**config.mk**
```make
export PLATFORM = sky130hd
export DESIGN_NAME = coulomb_accumulator
export DESIGN_NICKNAME = d
export VERILOG_FILES = /design/src/hdl/coulomb_accumulator.v /design/src/hdl/current_correct.v
export VERILOG_INCLUDE_DIRS = /design/src /design/src/inc
export SDC_FILE = /design/constraint.sdc
export NUM_CORES = 2
export LEC_CHECK = 0
export BUFFER_PORTS_ARGS = -buffer_cell sky130_fd_sc_hd__buf_4
export CORE_ASPECT_RATIO = 1.5
export CORE_MARGIN = 3
export CORE_UTILIZATION = 50
export CTS_CLUSTER_DIAMETER = 120
export CTS_CLUSTER_SIZE = 16
export DETAILED_ROUTE_END_ITERATION = 8
export GPL_TIMING_DRIVEN = 0
export PLACE_DENSITY = 0.73
export REMOVE_ABC_BUFFERS = 1
export SLEW_MARGIN = 10
export SYNTH_ARGS = -nofsm -noshare
export SYNTH_HDL_FRONTEND = slang
export SYNTH_SLANG_ARGS = --single-unit
export TNS_END_PERCENT = 20
```
**constraint.sdc**
```tcl
create_clock -name mclk -period 22.1 [get_ports mclk]
set_input_delay 4.42 -clock mclk [delete_from_list [all_inputs] [get_ports mclk]]
set_output_delay 4.42 -clock mclk [all_outputs]
set_load 0.05 [all_outputs]
```
**src/inc/coulomb_regs.vh**
```
`ifndef COULOMB_REGS_VH
`define COULOMB_REGS_VH

// Register byte offsets
`define OFS_CURRENT 8'h00
`define OFS_BIAS 8'h04
`define OFS_GAIN 8'h08
`define OFS_TC 8'h0C
`define OFS_CHARGE 8'h10
`define OFS_CONTROL 8'h14
`define OFS_STATUS 8'h18
`define OFS_OFFSET 8'h1C
`define OFS_FACTORY 8'hB0

// Field positions
`define CTRL_DBLANK_BIT 0
`define ST_HIGH_STAGED_BIT 0
`define ST_RESUME_BIT 1
`define ST_SLOT_LSB 2
`define ST_SLOT_MSB 11

// Reset values
`define BIAS_RESET 8'h00
`define GAIN_RESET 11'h400
`define TC_RESET 8'h00
`define CONTROL_RESET 1'b0
`define FACTORY_GAIN_DEFAULT 16'h0400

// Blanking thresholds in current LSbs (1.5625 uV each)
`define CHG_BLANK_LSB 16'h0040
`define DIS_BLANK_LSB 16'h0010

// Conversion slot used for the offset measurement, 1 in 1024
`define OFFSET_SLOT 10'h000
`define NV_BACKUP_CONVS 10'h040

// Temperature compensation reference in half degrees (25 C)
`define TC_REF_HALF 15'h0032

// Hidden fraction bits below the charge LSb
`define FRAC_BITS 12

// Charge register two-byte write window
`define ACR_WINDOW_MS 32'h0000_0DAC
`define MCLK_KHZ 32'h0000_9C40
`define ACR_WINDOW_CYCLES (`ACR_WINDOW_MS * `MCLK_KHZ)

`endif

```
**src/hdl/coulomb_accumulator.v**
```verilog
`timescale 1ns/1ps
`include "coulomb_regs.vh"


module coulomb_accumulator #(
  parameter [31:0] ACR_WINDOW_CYCLES = `ACR_WINDOW_CYCLES,
  // Factory calibration value, arbitrary default
  parameter [15:0] FACTORY_GAIN = `FACTORY_GAIN_DEFAULT
) (
  input wire mclk,
  input wire rst,
  input wire [7:0] address,
  input wire read,
  input wire write,
  input wire [31:0] writedata,
  input wire [3:0] byteenable,
  output wire [31:0] readdata,
  output wire waitrequest,
  input wire adc_valid,
  input wire [15:0] adc_sample,
  output wire adc_offset_conv,
  input wire [15:0] temp_value,
  input wire [15:0] nv_charge_in,
  input wire [15:0] nv_gain_in,
  input wire [7:0] nv_tc_in,
  output wire nv_charge_store,
  output wire [15:0] nv_charge_out,
  output wire nv_param_store,
  output wire [15:0] nv_gain_out,
  output wire [7:0] nv_tc_out
);

  localparam [29:0] ACC_MAX = {2'b00, 28'hFFF_FFFF};

  function [15:0] sat16;
    input signed [16:0] v;
    begin
      if (v > 17'sh0_7FFF) begin
        sat16 = 16'h7FFF;
      end else if (v < -17'sh0_8000) begin
        sat16 = 16'h8000;
      end else begin
        sat16 = v[15:0];
      end
    end
  endfunction

  function [15:0] merge16;
    input [15:0] old;
    input [15:0] upd;
    input [1:0] be;
    begin
      merge16 = {be[1] ? upd[15:8] : old[15:8], be[0] ? upd[7:0] : old[7:0]};
    end
  endfunction

  // Saturating add of a signed current into the unsigned charge
  function [27:0] acc_add;
    input [27:0] acc;
    input signed [15:0] cur;
    reg signed [29:0] sum;
    begin
      sum = $signed({2'b00, acc}) + {{14{cur[15]}}, cur};
      if (sum < 30'sh0000_0000) begin
        acc_add = 28'h000_0000;
      end else if (sum > $signed(ACC_MAX)) begin
        acc_add = 28'hFFF_FFFF;
      end else begin
        acc_add = sum[27:0];
      end
    end
  endfunction

  reg ack_reg;
  reg [31:0] readdata_reg;
  reg [7:0] bias_reg;
  reg [10:0] gain_reg;
  reg [7:0] tc_reg;
  reg control_reg;
  reg [15:0] current_reg;
  reg repeat_ok_reg;
  reg [15:0] offset_corr_reg;
  reg [9:0] conv_index_reg;
  reg [27:0] acc_reg;
  reg [27:0] acc_next;
  reg skip_reg;
  reg [7:0] hi_stage_reg;
  reg hi_valid_reg;
  reg [31:0] window_cnt_reg;
  reg [9:0] backup_cnt_reg;
  reg nv_store_reg;
  reg param_store_reg;
  reg nv_loaded_reg;

  wire [15:0] corr_result;
  wire corr_allowed;

  wire wr_take = write && ack_reg;
  wire rd_start = read && !ack_reg;
  wire offset_now = (conv_index_reg == `OFFSET_SLOT);
  wire [15:0] raw_corrected = sat16($signed({adc_sample[15], adc_sample}) -
                                   $signed({offset_corr_reg[15], offset_corr_reg}));

  // Avalon slave: one wait state on every access
  assign waitrequest = (read || write) && !ack_reg;
  assign readdata = readdata_reg;
  assign adc_offset_conv = offset_now;
  assign nv_charge_store = nv_store_reg;
  assign nv_charge_out = acc_reg[27:`FRAC_BITS];
  assign nv_param_store = param_store_reg;
  assign nv_gain_out = {5'b00000, gain_reg};
  assign nv_tc_out = tc_reg;

  current_correct corr (
    .mclk(mclk),
    .rst(rst),
    .raw(raw_corrected),
    .gain(gain_reg),
    .temp_coef(tc_reg),
    .temp(temp_value),
    .bias(bias_reg),
    .dblank_en(control_reg),
    .result(corr_result),
    .accum_allowed(corr_allowed)
  );

  // Charge write decode: both lanes at once, or high lane staged then low lane
  wire charge_sel = wr_take && (address == `OFS_CHARGE);
  wire hi_only = charge_sel && byteenable[1] && !byteenable[0];
  wire commit_both = charge_sel && byteenable[1] && byteenable[0];
  wire commit_low = charge_sel && byteenable[0] && !byteenable[1] && hi_valid_reg;
  wire charge_commit = commit_both || commit_low;
  wire [15:0] charge_value = commit_both ? writedata[15:0] : {hi_stage_reg, writedata[7:0]};
  wire window_end = hi_valid_reg && (window_cnt_reg == ACR_WINDOW_CYCLES - 32'h0000_0001);
  wire [15:0] gain_merged = merge16({5'b00000, gain_reg}, writedata[15:0], byteenable[1:0]);

  always @(posedge mclk) begin
    if (rst) begin
      ack_reg <= 1'b0;
      readdata_reg <= 32'h0000_0000;
    end else begin
      ack_reg <= (read || write) && !ack_reg;
      if (rd_start) begin
        if (address == `OFS_CURRENT) begin
          readdata_reg <= {16'h0000, current_reg};
        end else if (address == `OFS_BIAS) begin
          readdata_reg <= {24'h00_0000, bias_reg};
        end else if (address == `OFS_GAIN) begin
          readdata_reg <= {21'h00_0000, gain_reg};
        end else if (address == `OFS_TC) begin
          readdata_reg <= {24'h00_0000, tc_reg};
        end else if (address == `OFS_CHARGE) begin
          readdata_reg <= {16'h0000, acc_reg[27:`FRAC_BITS]};
        end else if (address == `OFS_CONTROL) begin
          readdata_reg <= {31'h0000_0000, control_reg};
        end else if (address == `OFS_STATUS) begin
          readdata_reg <= {20'h0_0000, conv_index_reg, skip_reg, hi_valid_reg};
        end else if (address == `OFS_OFFSET) begin
          readdata_reg <= {16'h0000, offset_corr_reg};
        end else if (address == `OFS_FACTORY) begin
          readdata_reg <= {16'h0000, FACTORY_GAIN};
        end else begin
          readdata_reg <= 32'h0000_0000;
        end
      end
    end
  end

  // Settings registers; gain and coefficient come back from the backup store
  always @(posedge mclk) begin
    if (rst) begin
      bias_reg <= `BIAS_RESET;
      gain_reg <= `GAIN_RESET;
      tc_reg <= `TC_RESET;
      control_reg <= `CONTROL_RESET;
      param_store_reg <= 1'b0;
    end else begin
      param_store_reg <= 1'b0;
      if (!nv_loaded_reg) begin
        gain_reg <= nv_gain_in[10:0];
        tc_reg <= nv_tc_in;
      end else if (wr_take) begin
        if (address == `OFS_BIAS && byteenable[0]) begin
          bias_reg <= writedata[7:0];
        end else if (address == `OFS_GAIN && byteenable[1:0] != 2'b00) begin
          gain_reg <= gain_merged[10:0];
          param_store_reg <= 1'b1;
        end else if (address == `OFS_TC && byteenable[0]) begin
          tc_reg <= writedata[7:0];
          param_store_reg <= 1'b1;
        end else if (address == `OFS_CONTROL && byteenable[0]) begin
          control_reg <= writedata[`CTRL_DBLANK_BIT];
        end
      end
    end
  end

  // High byte staging and its write window
  always @(posedge mclk) begin
    if (rst) begin
      hi_stage_reg <= 8'h00;
      hi_valid_reg <= 1'b0;
      window_cnt_reg <= 32'h0000_0000;
    end else begin
      if (hi_only) begin
        hi_stage_reg <= writedata[15:8];
        hi_valid_reg <= 1'b1;
        window_cnt_reg <= 32'h0000_0000;
      end else if (charge_commit || window_end) begin
        // A stale high byte must not pair with a much later low byte
        hi_valid_reg <= 1'b0;
        window_cnt_reg <= 32'h0000_0000;
      end else if (hi_valid_reg) begin
        window_cnt_reg <= window_cnt_reg + 32'h0000_0001;
      end
    end
  end

  // Accumulator next value
  always @* begin
    acc_next = acc_reg;
    if (charge_commit) begin
      acc_next = {charge_value, {`FRAC_BITS{1'b0}}};
    end else if (adc_valid && !skip_reg) begin
      // One current LSb per conversion is 2^-12 charge LSb (3.52 s vs 3.5156 s)
      if (offset_now) begin
        if (repeat_ok_reg) begin
          acc_next = acc_add(acc_reg, current_reg);
        end
      end else if (corr_allowed) begin
        acc_next = acc_add(acc_reg, corr_result);
      end
    end
  end

  // Conversion sequencing, offset slot and accumulation
  always @(posedge mclk) begin
    if (rst) begin
      nv_loaded_reg <= 1'b0;
      acc_reg <= 28'h000_0000;
      current_reg <= 16'h0000;
      repeat_ok_reg <= 1'b0;
      offset_corr_reg <= 16'h0000;
      conv_index_reg <= `OFFSET_SLOT;
      skip_reg <= 1'b0;
    end else begin
      nv_loaded_reg <= 1'b1;
      if (!nv_loaded_reg) begin
        acc_reg <= {nv_charge_in, {`FRAC_BITS{1'b0}}};
      end else begin
        acc_reg <= acc_next;
      end
      if (charge_commit) begin
        // The next conversion measures offset, the one after resumes
        conv_index_reg <= `OFFSET_SLOT;
        skip_reg <= 1'b1;
      end else if (adc_valid) begin
        conv_index_reg <= conv_index_reg + 10'h001;
        skip_reg <= 1'b0;
        if (offset_now) begin
          offset_corr_reg <= adc_sample;
        end else begin
          current_reg <= corr_result;
          repeat_ok_reg <= corr_allowed;
        end
      end
    end
  end

  // Periodic backup of the charge register
  always @(posedge mclk) begin
    if (rst) begin
      backup_cnt_reg <= 10'h000;
      nv_store_reg <= 1'b0;
    end else begin
      nv_store_reg <= 1'b0;
      if (adc_valid) begin
        if (backup_cnt_reg == `NV_BACKUP_CONVS - 10'h001) begin
          backup_cnt_reg <= 10'h000;
          nv_store_reg <= 1'b1;
        end else begin
          backup_cnt_reg <= backup_cnt_reg + 10'h001;
        end
      end
    end
  end

endmodule

```
**src/hdl/current_correct.v**
```verilog
`timescale 1ns/1ps
`include "coulomb_regs.vh"

module current_correct (
  input wire mclk,
  input wire rst,
  input wire signed [15:0] raw,
  input wire [10:0] gain,
  input wire [7:0] temp_coef,
  input wire signed [15:0] temp,
  input wire signed [7:0] bias,
  input wire dblank_en,
  output wire signed [15:0] result,
  output wire accum_allowed
);

  reg signed [13:0] temp_half_reg;
  reg signed [23:0] comp_k_reg;

  wire signed [13:0] temp_half = temp[15:2];
  wire signed [14:0] dhalf = {temp_half[13], temp_half} - `TC_REF_HALF;
  wire signed [8:0] tc_s = {1'b0, temp_coef};

  // Compensation factor only moves on half-degree crossings
  always @(posedge mclk) begin
    if (rst) begin
      temp_half_reg <= 14'sh0000;
      comp_k_reg <= 24'sh00_0000;
    end else begin
      temp_half_reg <= temp_half;
      if (temp_half != temp_half_reg) begin
        comp_k_reg <= tc_s * dhalf;
      end
    end
  end

  wire signed [27:0] gain_prod = raw * $signed({1'b0, gain});
  wire signed [17:0] gained = gain_prod[27:10];
  // One step is about 30.5 ppm per degree, so the product is scaled by 2^-16
  wire signed [41:0] adj_prod = gained * comp_k_reg;
  wire signed [25:0] adj = (temp_coef == 8'h00) ? 26'sh000_0000 : adj_prod[41:16];
  wire signed [25:0] comp = {{8{gained[17]}}, gained} - adj;
  wire signed [25:0] biased = comp + {{18{bias[7]}}, bias};

  assign result = (biased > 26'sh000_7FFF) ? 16'sh7FFF :
                  (biased < -26'sh000_8000) ? 16'sh8000 : biased[15:0];

  wire chg_blank = (result > 16'sh0000) && (result < $signed(`CHG_BLANK_LSB));
  wire dis_blank = dblank_en && (result < 16'sh0000) &&
                   (result > -$signed(`DIS_BLANK_LSB));
  assign accum_allowed = !chg_blank && !dis_blank;

endmodule

```
==> reports/results.ini <==
[floorplan]
die_area_um2 = 86100
pin_count = 197
die_h_um = 358
initial_core_util_pct = 50.7
die_x_um = 241
core_area_um2 = 81500
row_count = 128

[synth]
synthCells = 4937
synth.distinct_cells = 95
ys_top_cells_by_count = inv_1, fa_1, nand2_1
ys.flop_type = dfxtp_1
yosysTopAreaCell = fa_1
synth_edf_count = 0
ys_seq_area_share_pct = 10.1
synth_top_area_share_pct = 34.4
async_flop_share_pct = 0
synth_area_leaders = fa_1, dfxtp_1, ha_1, inv_1, nand2_1
yosys_warnings = 0
yosysMostFrequentCell = inv_1
synth_area_per_cell_um2 = 8.36
syn_area_um2 = 41300
synth-seq-cells = 209

[status]
failed_checks = negative setup slack
outcome = finished, violations left

[critical_path]
crit_slowest_cell = xnor2_2
crit_path_start_kind = primary input
slowest_delay_ns = 0.62
worstPathArrival_ns = 23.74
path_max_fanout = 12
path_buf_inv = 17
critical_path.most_common_cell = fa_1
end_kind = flip-flop
r2r_cells = 86
cp.depth = 89
cp.required_ns = 22.46
crit_family = adder cells
critPathKind = in2reg

[job]
drv_cap = 0

[layout]
syn2layout_area_growth_pct = 13.2
diodes = 0
fin_nets = 6188
largest_register_ffs = 32
drive_above_1_share_pct = 13.3

[timing]
clock_skew_ns = 0.0383
min_period_over_period_pct = 106
maxSlewViolCount = 0
tightestPinTransition_ns = 1.28
hold_viol_final = 0
finalSetupViolations = 28
slew_headroom_pct = 14.5
timing.setup.tns_ns = -29.44
min_period_ns = 23.38
setup_ws_ns = -1.28
fmax_ghz = 0.0428
rsz0062_at_grt = yes

[cts]
insertion_delay_ns = 0.54
root_buffer = clkbuf_16
cts_buffers = 17
cts_htree_levels = 1
cts_buffer_depth = 3
cts_tree = done
ctsHoldBuffers = 0
clkTransAtPathRegs_ns = 0.07
cts.sinks = 209

[routing]
vias_per_cell = 5.74
ant_nets = 0
wl_per_cell_um = 19.7
finalWirelength_mm = 120
first_pass_iters = 7
drc = 0
num_vias = 35000
drtIter0Drc = 2458

[grt]
grt_pass1_wl_mm = 191
grt_pass1_vias = 36800
antenna_found_initial = 0
grt_start_max_net_pins = 79
gr-total-overflow = 0
grt_use_total_pct = 27.9

[place]
hpwl_mm = 90.5
post-place-ws_ns = -5.56
port_buffers = 150
gp_congestion = 0.953

[hold_path]
min_path_cells = 2
hp-class = reg2reg

[repair_timing]
| item | 4_1_cts | 5_1_grt |
|---|---|---|
| pin swaps | 138 | 120 |
| cloned | 3 | 1 |
| setup endpoints to repair | 45 | 28 |
| setup buffers | 99 | 66 |
| resized for setup | 233 | 127 |
[layout by cell type (no fill, tap or decap), types with 51 or more instances in the layout]
master	instances
dfxtp_1	207
mux2i_1	89
o21ai_0	92
nand3_1	57
nor2_1	308
ha_1	261
xor2_1	84
fa_1	690
and2_1	223
a21o_1	84
a21oi_1	160
inv_1	867
xnor2_1	113
nand2_1	665
buf_4	290
nor3_1	51
[final timing paths]
path	endpoint	slack, ns	startpoint
worst max-delay path	acc_reg[23]$_SDFFE_PP0P_	-1.28	adc_sample[0]
worst min-delay path	offset_corr_reg[8]$_SDFFE_PP0P_	0.46	offset_corr_reg[8]$_SDFFE_PP0P_
worst max register to register	acc_reg[23]$_SDFFE_PP0P_	2.22	offset_corr_reg[1]$_SDFFE_PP0P_
worst min register to register	offset_corr_reg[8]$_SDFFE_PP0P_	0.46	offset_corr_reg[8]$_SDFFE_PP0P_
[layer usage]
layer  routed length [um]  GRT usage, %
met1                42000          31.1
met5                    0             0
met3                 7540          3.28
met4                10600          19.6
met2                60100          49.3
[kinds of logic after synthesis]
kind of cell / Yosys count / share of synthesized area [%]
adder cells (fa/ha/maj): 1009 / 43.5
AO/OA/AOI/OAI: 652 / 10.3
AND/OR/NAND/NOR: 1595 / 18.0
other: 1 / 0.00908
XOR/XNOR: 220 / 4.72
flip-flops: 209 / 10.1
multiplexers: 98 / 2.41
buffers and inverters: 1153 / 10.9
[cell type report]
class / count / area, um2
timing repair buffer: 339 / 2950
sequential: 209 / 4190
fill: 6912 / 34800
tap: 1040 / 1300
clock buffer: 19 / 433
clock inverter: 2 / 25.0
inverter: 894 / 3360
multi-input combinational: 3597 / 34500
[per-stage QoR]
stage,std cells,util [%],hold slack [ns],cell area [um2]
after floorplan,4698,-,0.430,40200
after global placement,5888,52.3,0.444,42600
after detailed placement,5914,53.1,0.450,43300
after CTS,6037,56.1,0.459,45800
after global routing,6100,57.4,0.502,46800
final,6100,57.4,0.461,46800
[worst reg2reg max path, delay by kind of cell, from the launching register on]
kind                     cells  cell delay (ns)
AND/OR/NAND/NOR             22             4.01
multiplexers                 1             0.32
XOR/XNOR                     2             0.89
adder cells (fa/ha/maj)     18             6.98
flip-flops                   1             0.53
AO/OA/AOI/OAI               28             5.25
buffers and inverters       15             1.76
Power is not shown: default switching activity piles up to over one toggle a cycle in this logic, so the estimate is an artifact.
